### src/tws_pkg.sv
/*
   Shared constants of the two-wire slave receiver: register offsets on the
   APB word map, bit positions of the control and own address fields, reset values,
   status codes and the one-hot state codes.
   Assumes a 32-bit APB with byte addresses carried on an 8-bit paddr.
*/
package tws_pkg;

   // register byte offsets
   localparam logic [7:0] OFS_BUS_CONTROL = 8'h00;
   localparam logic [7:0] OFS_OWN_ADDRESS = 8'h04;
   localparam logic [7:0] OFS_BUS_STATUS  = 8'h08;
   localparam logic [7:0] OFS_BUS_DATA    = 8'h0C;

   // bus_control bit positions
   localparam int BIT_IRQ_FLAG       = 7;
   localparam int BIT_ACK_ENABLE     = 6;
   localparam int BIT_START_REQUEST  = 5;
   localparam int BIT_STOP_REQUEST   = 4;
   localparam int BIT_WRITE_COLL     = 3;
   localparam int BIT_IFACE_ENABLE   = 2;
   localparam int BIT_IRQ_ENABLE     = 0;

   // own_slave_address: address in [7:1], general call enable in [0]
   localparam int BIT_GC_ENABLE      = 0;

   // reset values
   localparam logic [7:0] RST_OWN_ADDRESS = 8'hFE;
   localparam logic [7:0] RST_BUS_DATA    = 8'hFF;
   localparam logic [1:0] RST_PRESCALER   = 2'h0;

   // general call address, seven bits
   localparam logic [6:0] GENERAL_CALL_ADDR = 7'h00;

   // status codes, prescaler bits masked to zero
   localparam logic [7:0] ST_OWN_WRITE_ACK    = 8'h60;
   localparam logic [7:0] ST_ARB_OWN_WRITE    = 8'h68;
   localparam logic [7:0] ST_GCALL_ACK        = 8'h70;
   localparam logic [7:0] ST_ARB_GCALL        = 8'h78;
   localparam logic [7:0] ST_OWN_DATA_ACK     = 8'h80;
   localparam logic [7:0] ST_OWN_DATA_NACK    = 8'h88;
   localparam logic [7:0] ST_GC_DATA_ACK      = 8'h90;
   localparam logic [7:0] ST_GC_DATA_NACK     = 8'h98;
   localparam logic [7:0] ST_STOP_ADDRESSED   = 8'hA0;
   localparam logic [7:0] ST_NO_INFO          = 8'hF8;

   // bits in one address or data byte
   localparam logic [3:0] BITS_PER_BYTE = 4'h8;

   typedef enum logic [6:0] {
      ST_IDLE     = 7'h01,
      ST_ADDR     = 7'h02,
      ST_ADDR_ACK = 7'h04,
      ST_WAIT     = 7'h08,
      ST_DATA     = 7'h10,
      ST_DATA_ACK = 7'h20,
      ST_IGNORE   = 7'h40
   } tws_state_type;

endpackage : tws_pkg

### src/tws_slave_receiver.sv
/*
   Two-wire slave receiver with its APB register file: own address and
   general call recognition, per-byte acknowledge, status codes, clock
   stretching while software serves the flag, and wake-up from sleep.
   Assumes scl_i and sda_i come from the pins, asynchronous to pclk and at
   least eight pclk periods per bus clock; the pad resolves open drain from
   the enables (output value is always low).
*/
// Local design decisions: the APB slave port and the placing of the registers.
// Operation
// - match address against upper seven own bits
// - own bit zero enables general call answer
// - direction zero receives, one means transmitter
// - own address write sets flag and status
// - lost arbitration then addressed gives 0x68/0x78
// - ack enable cleared gives nack next byte
// - ack enable zero ignores address, keeps monitoring
// - sleep matching still works, wakes the part
// - after wake match hold clock until cleared
// - data register unreliable after sleep wake
// - writing one clears flag and continues
// - status 0x60 own address, 0x70 general call
// - next byte acked per ack enable
// - own data status 0x80 acked, 0x88 not
// - general call data 0x90 acked, 0x98 not
// - after nack status return to not addressed
// - general call recognised only when enabled
// - start request issues start when bus free; code does this only if it is set as the flag clears after 0x88/0x98
`timescale 1ns/1ps
module tws_slave_receiver (
   input  wire logic        pclk,
   input  wire logic        presetn,
   input  wire logic [7:0]  paddr,
   input  wire logic        psel,
   input  wire logic        penable,
   input  wire logic        pwrite,
   input  wire logic [31:0] pwdata,
   output logic      [31:0] prdata,
   output logic             pready,
   output logic             pslverr,
   input  wire logic        scl_i,
   output logic             scl_o,
   output logic             scl_oe,
   input  wire logic        sda_i,
   output logic             sda_o,
   output logic             sda_oe,
   input  wire logic        sleep_active,
   input  wire logic        arb_lost,
   output logic             wake_req,
   output logic             start_issue
);

   typedef struct packed {
      tws_pkg::tws_state_type state;
      logic [3:0]  bit_cnt;
      logic [7:0]  shift;
      logic        gc_mode;
      logic        acked;
      logic        irq_flag;
      logic        ack_enable;
      logic        start_request;
      logic        stop_request;
      logic        write_collision;
      logic        iface_enable;
      logic        irq_enable;
      logic [7:0]  own_addr;
      logic [7:0]  status;
      logic [1:0]  prescaler;
      logic [7:0]  data;
      logic        scl_s1;
      logic        scl_s2;
      logic        scl_s3;
      logic        sda_s1;
      logic        sda_s2;
      logic        sda_s3;
      logic        scl_oe;
      logic        sda_oe;
      logic        busy;
      logic        start_pend;
      logic        start_issue;
      logic        wake;
      logic [31:0] prdata;
      logic        pready;
      logic        pslverr;
   } tws_regs_type;

   tws_regs_type st_reg;
   tws_regs_type st_next;

   logic scl_rise;
   logic scl_fall;
   logic start_cond;
   logic stop_cond;
   logic addr_own;
   logic addr_gc;
   logic apb_setup;
   logic apb_write;
   logic addressed;

   assign prdata      = st_reg.prdata;
   assign pready      = st_reg.pready;
   assign pslverr     = st_reg.pslverr;
   assign scl_o       = 1'b0;
   assign sda_o       = 1'b0;
   assign scl_oe      = st_reg.scl_oe;
   assign sda_oe      = st_reg.sda_oe;
   assign wake_req    = st_reg.wake;
   assign start_issue = st_reg.start_issue;

   always_comb begin
      st_next   = st_reg;
      // only the second and third stages are looked at
      scl_rise   = st_reg.scl_s2 & ~st_reg.scl_s3;
      scl_fall   = ~st_reg.scl_s2 & st_reg.scl_s3;
      start_cond = st_reg.scl_s2 & st_reg.scl_s3 & st_reg.sda_s3 & ~st_reg.sda_s2;
      stop_cond  = st_reg.scl_s2 & st_reg.scl_s3 & ~st_reg.sda_s3 & st_reg.sda_s2;
      addr_own   = (st_reg.shift[7:1] == st_reg.own_addr[7:1]);
      addr_gc    = (st_reg.shift[7:1] == tws_pkg::GENERAL_CALL_ADDR)
                   & st_reg.own_addr[tws_pkg::BIT_GC_ENABLE];
      addressed  = (st_reg.state == tws_pkg::ST_DATA) | (st_reg.state == tws_pkg::ST_DATA_ACK);
      apb_setup  = psel & ~penable;
      apb_write  = psel & penable & pwrite & st_reg.pready & ~st_reg.pslverr;

      st_next.scl_s1      = scl_i;
      st_next.scl_s2      = st_reg.scl_s1;
      st_next.scl_s3      = st_reg.scl_s2;
      st_next.sda_s1      = sda_i;
      st_next.sda_s2      = st_reg.sda_s1;
      st_next.sda_s3      = st_reg.sda_s2;
      st_next.start_issue = 1'b0;
      if (start_cond) begin
         st_next.busy = 1'b1;
      end else if (stop_cond) begin
         st_next.busy = 1'b0;
      end

      // apb: read data and answer prepared in the setup cycle, so the
      // access cycle always completes with no wait state
      st_next.pready  = apb_setup;
      st_next.pslverr = 1'b0;
      st_next.prdata  = 32'h0000_0000;
      if (apb_setup && !pwrite) begin
         if (paddr == tws_pkg::OFS_BUS_CONTROL) begin
            st_next.prdata[7:0] = {st_reg.irq_flag, st_reg.ack_enable, st_reg.start_request,
                                   st_reg.stop_request, st_reg.write_collision,
                                   st_reg.iface_enable, 1'b0, st_reg.irq_enable};
         end else if (paddr == tws_pkg::OFS_OWN_ADDRESS) begin
            st_next.prdata[7:0] = st_reg.own_addr;
         end else if (paddr == tws_pkg::OFS_BUS_STATUS) begin
            // prescaler bits are not masked here; software masks them
            st_next.prdata[7:0] = {st_reg.status[7:3], 1'b0, st_reg.prescaler};
         end else if (paddr == tws_pkg::OFS_BUS_DATA) begin
            st_next.prdata[7:0] = st_reg.data;
         end else begin
            st_next.pslverr = 1'b1;
         end
      end else if (apb_setup) begin
         if (paddr != tws_pkg::OFS_BUS_CONTROL && paddr != tws_pkg::OFS_OWN_ADDRESS &&
             paddr != tws_pkg::OFS_BUS_STATUS && paddr != tws_pkg::OFS_BUS_DATA) begin
            st_next.pslverr = 1'b1;
         end
      end
      if (apb_write) begin
         if (paddr == tws_pkg::OFS_BUS_CONTROL) begin
            if (pwdata[tws_pkg::BIT_IRQ_FLAG]) begin
               st_next.irq_flag = 1'b0;
            end
            st_next.ack_enable    = pwdata[tws_pkg::BIT_ACK_ENABLE];
            st_next.start_request = pwdata[tws_pkg::BIT_START_REQUEST];
            st_next.stop_request  = pwdata[tws_pkg::BIT_STOP_REQUEST];
            st_next.iface_enable  = pwdata[tws_pkg::BIT_IFACE_ENABLE];
            st_next.irq_enable    = pwdata[tws_pkg::BIT_IRQ_ENABLE];
         end else if (paddr == tws_pkg::OFS_OWN_ADDRESS) begin
            st_next.own_addr = pwdata[7:0];
         end else if (paddr == tws_pkg::OFS_BUS_STATUS) begin
            st_next.prescaler = pwdata[1:0];
         end else if (paddr == tws_pkg::OFS_BUS_DATA) begin
            // an APB write may only change the data register while the flag is up
            if (st_reg.irq_flag) begin
               st_next.data            = pwdata[7:0];
               st_next.write_collision = 1'b0;
            end else begin
               st_next.write_collision = 1'b1;
            end
         end
      end

      // bus engine; hardware sets of the flag come after the clear above
      case (st_reg.state)
         tws_pkg::ST_IDLE, tws_pkg::ST_IGNORE: begin
            st_next.sda_oe = 1'b0;
            st_next.scl_oe = 1'b0;
         end
         tws_pkg::ST_ADDR: begin
            if (scl_rise) begin
               st_next.shift   = {st_reg.shift[6:0], st_reg.sda_s2};
               st_next.bit_cnt = st_reg.bit_cnt + 4'h1;
            end else if (scl_fall && st_reg.bit_cnt == tws_pkg::BITS_PER_BYTE) begin
               // a read request would belong to the transmitter, not built here
               if ((addr_own || addr_gc) && st_reg.ack_enable && !st_reg.shift[0]) begin
                  st_next.state   = tws_pkg::ST_ADDR_ACK;
                  st_next.sda_oe  = 1'b1;
                  st_next.gc_mode = addr_gc & ~addr_own;
               end else begin
                  st_next.state = tws_pkg::ST_IGNORE;
               end
            end
         end
         tws_pkg::ST_ADDR_ACK: begin
            if (scl_fall) begin
               st_next.sda_oe   = 1'b0;
               st_next.scl_oe   = 1'b1;
               st_next.irq_flag = 1'b1;
               st_next.state    = tws_pkg::ST_WAIT;
               if (arb_lost) begin
                  st_next.status = st_reg.gc_mode ? tws_pkg::ST_ARB_GCALL
                                                  : tws_pkg::ST_ARB_OWN_WRITE;
               end else begin
                  st_next.status = st_reg.gc_mode ? tws_pkg::ST_GCALL_ACK
                                                  : tws_pkg::ST_OWN_WRITE_ACK;
               end
               if (sleep_active) begin
                  st_next.wake = 1'b1;
               end
            end
         end
         tws_pkg::ST_WAIT: begin
            st_next.scl_oe = 1'b1;
            if (!st_reg.irq_flag) begin
               st_next.scl_oe  = 1'b0;
               st_next.bit_cnt = 4'h0;
               if (st_reg.status == tws_pkg::ST_OWN_DATA_NACK ||
                   st_reg.status == tws_pkg::ST_GC_DATA_NACK) begin
                  st_next.state      = tws_pkg::ST_IDLE;
                  st_next.start_pend = st_reg.start_request;
               end else begin
                  st_next.state = tws_pkg::ST_DATA;
               end
            end
         end
         tws_pkg::ST_DATA: begin
            if (scl_rise) begin
               st_next.shift   = {st_reg.shift[6:0], st_reg.sda_s2};
               st_next.bit_cnt = st_reg.bit_cnt + 4'h1;
            end else if (scl_fall && st_reg.bit_cnt == tws_pkg::BITS_PER_BYTE) begin
               // acknowledge follows the enable as it stands at the byte's end
               st_next.acked  = st_reg.ack_enable;
               st_next.sda_oe = st_reg.ack_enable;
               st_next.state  = tws_pkg::ST_DATA_ACK;
            end
         end
         tws_pkg::ST_DATA_ACK: begin
            if (scl_fall) begin
               st_next.sda_oe   = 1'b0;
               st_next.scl_oe   = 1'b1;
               st_next.irq_flag = 1'b1;
               st_next.state    = tws_pkg::ST_WAIT;
               // a byte caught while asleep is not kept
               if (!sleep_active) begin
                  st_next.data = st_reg.shift;
               end
               if (st_reg.gc_mode) begin
                  st_next.status = st_reg.acked ? tws_pkg::ST_GC_DATA_ACK
                                                : tws_pkg::ST_GC_DATA_NACK;
               end else begin
                  st_next.status = st_reg.acked ? tws_pkg::ST_OWN_DATA_ACK
                                                : tws_pkg::ST_OWN_DATA_NACK;
               end
            end
         end
         default: begin
            st_next.state = tws_pkg::ST_IDLE;
         end
      endcase

      // start and stop are seen in every state but the stretched wait,
      // where the held clock makes them impossible
      if (st_reg.state != tws_pkg::ST_WAIT && (start_cond || stop_cond)) begin
         st_next.sda_oe  = 1'b0;
         st_next.bit_cnt = 4'h0;
         st_next.state   = start_cond ? tws_pkg::ST_ADDR : tws_pkg::ST_IDLE;
         if (addressed) begin
            st_next.status   = tws_pkg::ST_STOP_ADDRESSED;
            st_next.irq_flag = 1'b1;
         end
      end

      if (st_reg.start_pend && !st_reg.busy) begin
         st_next.start_issue   = 1'b1;
         st_next.start_pend    = 1'b0;
         st_next.start_request = 1'b0;
      end
      if (!sleep_active) begin
         st_next.wake = 1'b0;
      end
      if (!st_reg.iface_enable) begin
         st_next.state  = tws_pkg::ST_IDLE;
         st_next.sda_oe = 1'b0;
         st_next.scl_oe = 1'b0;
      end
   end

   always_ff @(posedge pclk or negedge presetn) begin
      if (!presetn) begin
         st_reg          <= '0;
         st_reg.state    <= tws_pkg::ST_IDLE;
         st_reg.own_addr <= tws_pkg::RST_OWN_ADDRESS;
         st_reg.status   <= tws_pkg::ST_NO_INFO;
         st_reg.data     <= tws_pkg::RST_BUS_DATA;
         st_reg.scl_s1   <= 1'b1;
         st_reg.scl_s2   <= 1'b1;
         st_reg.scl_s3   <= 1'b1;
         st_reg.sda_s1   <= 1'b1;
         st_reg.sda_s2   <= 1'b1;
         st_reg.sda_s3   <= 1'b1;
      end else begin
         st_reg <= st_next;
      end
   end
endmodule : tws_slave_receiver

### config.mk
export PLATFORM = sky130hd
export DESIGN_NAME = tws_slave_receiver
export DESIGN_NICKNAME = d
export VERILOG_FILES = /design/src/tws_pkg.sv /design/src/tws_slave_receiver.sv
export SDC_FILE = /design/constraint.sdc
export NUM_CORES = 1
export LEC_CHECK = 0
export BUFFER_PORTS_ARGS = -buffer_cell sky130_fd_sc_hd__buf_2
export CAP_MARGIN = 20
export CORE_MARGIN = 4
export CORE_UTILIZATION = 60
export CTS_BUF_LIST = sky130_fd_sc_hd__clkbuf_2 sky130_fd_sc_hd__clkbuf_4 sky130_fd_sc_hd__clkbuf_8
export DETAILED_ROUTE_END_ITERATION = 8
export PLACE_DENSITY = 0.88
export SLEW_MARGIN = 20
export SYNTH_ARGS = -nofsm -noshare
export SYNTH_HDL_FRONTEND = slang
export SYNTH_SLANG_ARGS = --single-unit
### constraint.sdc
create_clock -name pclk -period 5.1 [get_ports pclk]
set_clock_uncertainty 0.15 [all_clocks]
set_input_delay 0.255 -clock pclk [delete_from_list [all_inputs] [get_ports pclk]]
set_output_delay 0.255 -clock pclk [all_outputs]
set_load 0.01 [all_outputs]
Yosys cells after proc, flatten, opt, wreduce, memory -nomap -nowiden
Index checks and enable logic that the tools add are counted.
{ "totals": {"out_inout_bits": 40, "n_memories": 0, "ramBits": 0, "rom_bits": 0, "latch_bits": 0, "register_bits": 76} }
{ "classes": {"muxes": 82, "n_addsub": 1, "n_bitwise": 26, "reduce_logical": 41, "order_cmp": 0, "div": 0, "multipliers": 0, "n_eq_ne": 34, "shift": 0} }
{ "ops": {"columns": ["cell", "n"], "rows": [
  ["$mux 8", 20],
  ["$mux 7", 7],
  ["$pmux 7 s5", 1],
  ["$mux 1", 33],
  ["$mux 5", 5],
  ["$mux 11", 2],
  ["$eq 8x4->1 const B", 2],
  ["$eq 8x8->1 const B", 2],
  ["$ne 4x4->1 const B", 4],
  ["$ne 8x4->1 const B", 2],
  ["$pmux 8 s2", 1],
  ["$mux 15", 1],
  ["$and 1x1->1", 14],
  ["$reduce_and 7->1", 2],
  ["$mux 12", 1],
  ["$mux 4", 3],
  ["$ne 4x2->1 const B", 3],
  ["$reduce_and 3->1", 4],
  ["$not 1->1", 11],
  ["$mux 2", 5],
  ["$reduce_and 2->1", 5],
  ["$reduce_bool 2->1", 5],
  ["$logic_and 1x1->1", 9],
  ["$eq 8x3->1 const B", 1],
  ["31 further kinds", 41]
]} }

Depth between registers and ports, before layout
{ "logic_depth": {"depth_word": 11, "mapped_depth": 9} }

Worst setup path before layout
OpenSTA, ideal clock, no wires.
{ "synth_path": {"path_type": "flip-flop to flip-flop", "start": "register st_reg[97] (netlist bit)", "end": "register st_reg[98] (netlist bit)", "required_time_ns": 4.825, "setup_slack_ns": 2.580, "arrival_time_ns": 2.245, "period_less_slack_ns": 2.520, "setup_time_ns": 0.125, "stages_incl_launch_ff": 7, "path_cell_list": "dfrtp_1 -> or4_1 -> buf_2 -> nor4b_4 -> a21oi_2 -> a21oi_2 -> mux2_2"} }
{ "synth_between": {"elab_chain_cells": 5, "word_cells_on_any_way": 22} }
{ "synth_rtl": {"columns": ["item", "line", "rtl"], "rows": [
  ["from (decl)", "tws_slave_receiver.sv:87", "tws_regs_type st_reg;"],
  ["from (signal assigned)", "tws_slave_receiver.sv:317", "st_reg <= st_next;"],
  ["$eq 7x6->1, or another cell as far along", "tws_slave_receiver.sv:189", "case (st_reg.state)"],
  ["$reduce_or 2->1 (on tied branches)", null, null],
  ["$pmux 7 s5", "tws_slave_receiver.sv:189", null],
  ["$mux 11", "tws_slave_receiver.sv:278", "if (st_reg.state != tws_pkg::ST_WAIT && (start_cond || stop_cond)) begin"],
  ["$mux 7", "tws_slave_receiver.sv:296", "if (!st_reg.iface_enable) begin"]
]} }
Parallel ways exist; a longest one is shown, timed or not.
A chain may end at the register's enable or synchronous reset.

Worst setup path after layout
Same ends and word-level chain as after synthesis.

==> metrics.yaml <==
setup_path:
  critical_path.startpoint_type: "flop"
  crit_path_end_kind: "flop"
  worst-endpoint-arrival_ns: 2.95
  criticalPathCategory: "flop to flop"
  worst-path-buf-inv: 0
  cpLargestDelayFamily: "simple AND/OR/NAND/NOR gates"
  crit_path_max_fanout: 10
  crit_required_ns: 5.18
  chain_of_cells_forming_the_critical_path: "or4_1 -> nor4b_4 -> o21ai_2 -> a21oi_2 -> mux2_2"
  cpPeakStageDelay_ns: 0.68
  worst_path_max_delay_cell: "sky130_fd_sc_hd__or4_1"
die:
  core_mm2: 0.006314
  die_w_um: 88.34
  design.portCount: 89
  rows: 29
  initial_utilization_pct: 61.34
  die_y_um: 88.34
  fp.dieArea_mm2: 0.007803
yosys:
  synth-seq-area-share_pct: 49.98
  synth_warnings: 0
  syn-cell-area_mm2: 0.003872
  synth_cell_type_count: 54
  syn_avg_cell_area_um2: 10.82
  ys_top_cells_by_area: "sky130_fd_sc_hd__dfrtp_1, sky130_fd_sc_hd__dfstp_2, sky130_fd_sc_hd__mux2_2"
  syn-instance-count: 358
  post_synthesis_register_bit_count: 76
  async_flop_share_pct: 100.0
  postSynth.topFlopCell: "sky130_fd_sc_hd__dfrtp_1"
  synth.largest_area_cell: "sky130_fd_sc_hd__dfrtp_1"
  netlist.area_leader.share_pct: 31.66
  synth_edf_count: 0
detailed_routing:
  met1Wirelength_um: 3562
  drc_errors: 0
  wl_met2_um: 4173
  met3_length_um: 570
  route.final.wire_length_um: 8469
  topRoutingLayerUsed: "met4"
  drtPass1Iterations: 5
  vias: 2856
  initialDrtViolationCount: 225
  antenna_violating_nets_post_route: 0
  routed_wire_length_per_instance_um: 17.83
  route.detailed.vias_per_inst: 6.013
power:
  vdd_drop_max_mv: 0.2202
  power.static_leakage_nw: 1.945
  cellPowerDensity_mw_per_mm2: 280.6
  power.total_w: 0.001184
clocking:
  cts.sinks: 76
  clock_tree_from_tritoncts: "done"
  number_of_buffers_created_by_cts: 9
  insertion_delay_ns: 0.35
  max-clock-path-buffers: 2
  cts_resized: 0
  cts_max_level: 3
  clk_root_buffer_cell: "sky130_fd_sc_hd__clkbuf_8"
  postCtsHoldBufs: 5
  clkTransAtPathRegs_ns: 0.08
  cts_post_setup_buffers_inserted: 0
timing:
  fin_tns_setup_ns: 0
  max_clock_freq_ghz: 0.3488
  setup_ws_ns: 2.233
  finalSetupViolations: 0
  worst_slew_margin_rel_pct: 36.47
  min_period_over_period_pct: 56.21
  worst_slew_pin_slew_ns: 0.9442
  hold_viol_final: 0
  grt_setup_unrepaired: "false"
  final_slew_viol_count: 0
  layout_min_cycle_time_ns: 2.867
layout:
  finish.cell_count_without_fillers: 475
  most-common-layout-cells: "sky130_fd_sc_hd__dfrtp_1, sky130_fd_sc_hd__buf_2, sky130_fd_sc_hd__nor2_1, sky130_fd_sc_hd__mux2_2, sky130_fd_sc_hd__dfstp_2"
  leading_cell_type_in_the_layout_fill_and_taps_excluded: "sky130_fd_sc_hd__dfrtp_1"
  nNetsFinal: 444
  antenna_cells_inserted: 0
  drive_above_1_share_pct: 29.40
  area_growth_pct: 8.950
  largest_register_ff_count: 58
grt:
  global_route_wire_length_before_repair_um: 13450
  initial_antenna_violation_count: 0
  grt.total_usage_pct: 22.80
  grt_pass1_vias: 2687
  grt_overflow_total: 0
  largest_net_degree_at_the_start_of_global_routing: 51
run_status:
  result_of_the_run: "completed"
job:
  number_of_maximum_capacitance_constraint_violations: 0
placed_design:
  post-place-cells: 454
  gp_congestion: 0.9033
  worst_setup_slack_after_placement_ns: 2.256
  place.port_buffers: 38
  dp_hpwl_um: 5920
hold_path:
  min-delay-path-class: "input port to flop"
synthesized netlist by cell type (all sizes together), types with 4 or more instances:
cell type / number
a221oi: 4
dfrtp: 49
nor2: 35
nor4: 6
dfstp: 27
o21ai: 8
nand2b: 7
nand2: 16
clkbuf: 6
a21oi: 23
nand3: 9
buf: 39
and3: 7
nor2b: 5
xnor2: 8
mux2i: 19
inv: 6
mux2: 27
nor3: 9
a22oi: 4
metrics by stage:
step           instance area (um2)  util (%)  hold slack (ns)
6_report                      4219     66.83          0.02035
2_1_floorplan                 3966         -          -0.1906
3_5_place_dp                  3953     62.60           0.1390
5_1_grt                       4219     66.83          0.01437
4_1_cts                       4219     66.83         0.009671
3_3_place_gp                  3953     62.60           0.1265
cells by family after synthesis:
group	Yosys count	synth area share (%)
AND/OR/NAND/NOR	114	15.77
multiplexers	46	12.76
AO/OA/AOI/OAI	57	9.725
flip-flops	76	49.98
XOR/XNOR	11	2.488
other	1	0.09684
buffers and inverters	51	8.529
adder cells (fa/ha/maj)	2	0.6461
final cells by class:
class | instances | area, um2
Clock buffer | 11 | 138.9
Sequential cell | 76 | 1936
Tap cell | 77 | 96.34
Clock inverter | 5 | 77.57
Multi-Input combinational cell | 256 | 1700
Fill cell | 486 | 2095
Timing Repair Buffer | 44 | 247.7
Inverter | 6 | 22.52
metal layers:
metal / vias up / GRT usage, %
li1: 1287 / -
met1: 1416 / 31.58
met2: 136 / 35.83
met3: 17 / 3.724
met4: 0 / 9.478
met5: - / 0
where the power goes:
| group | switching (W) | internal (W) |
|---|---|---|
| clock | 0.000217 | 0.000285 |
| sequential | 0.00000645 | 0.000615 |
| combinational | 0.0000400 | 0.0000201 |
path summary, 6_finish.rpt:
check / start / endpoint / slack [ns] / cells past startpoint
setup / recovery: st_reg[97] / st_reg[98] / 2.23 / 5
hold / removal: pwdata[3] / st_reg[67] / 0.02 / 2
setup reg to reg: st_reg[97] / st_reg[98] / 2.23 / 5
hold reg to reg: st_next[44] / st_next[43] / 0.21 / 0
max in group asynchronous: presetn / st_reg[97] / 3.45 / 3
min in group asynchronous: presetn / prdata[3] / 0.30 / 2
Power figures use the tool's default switching activity.
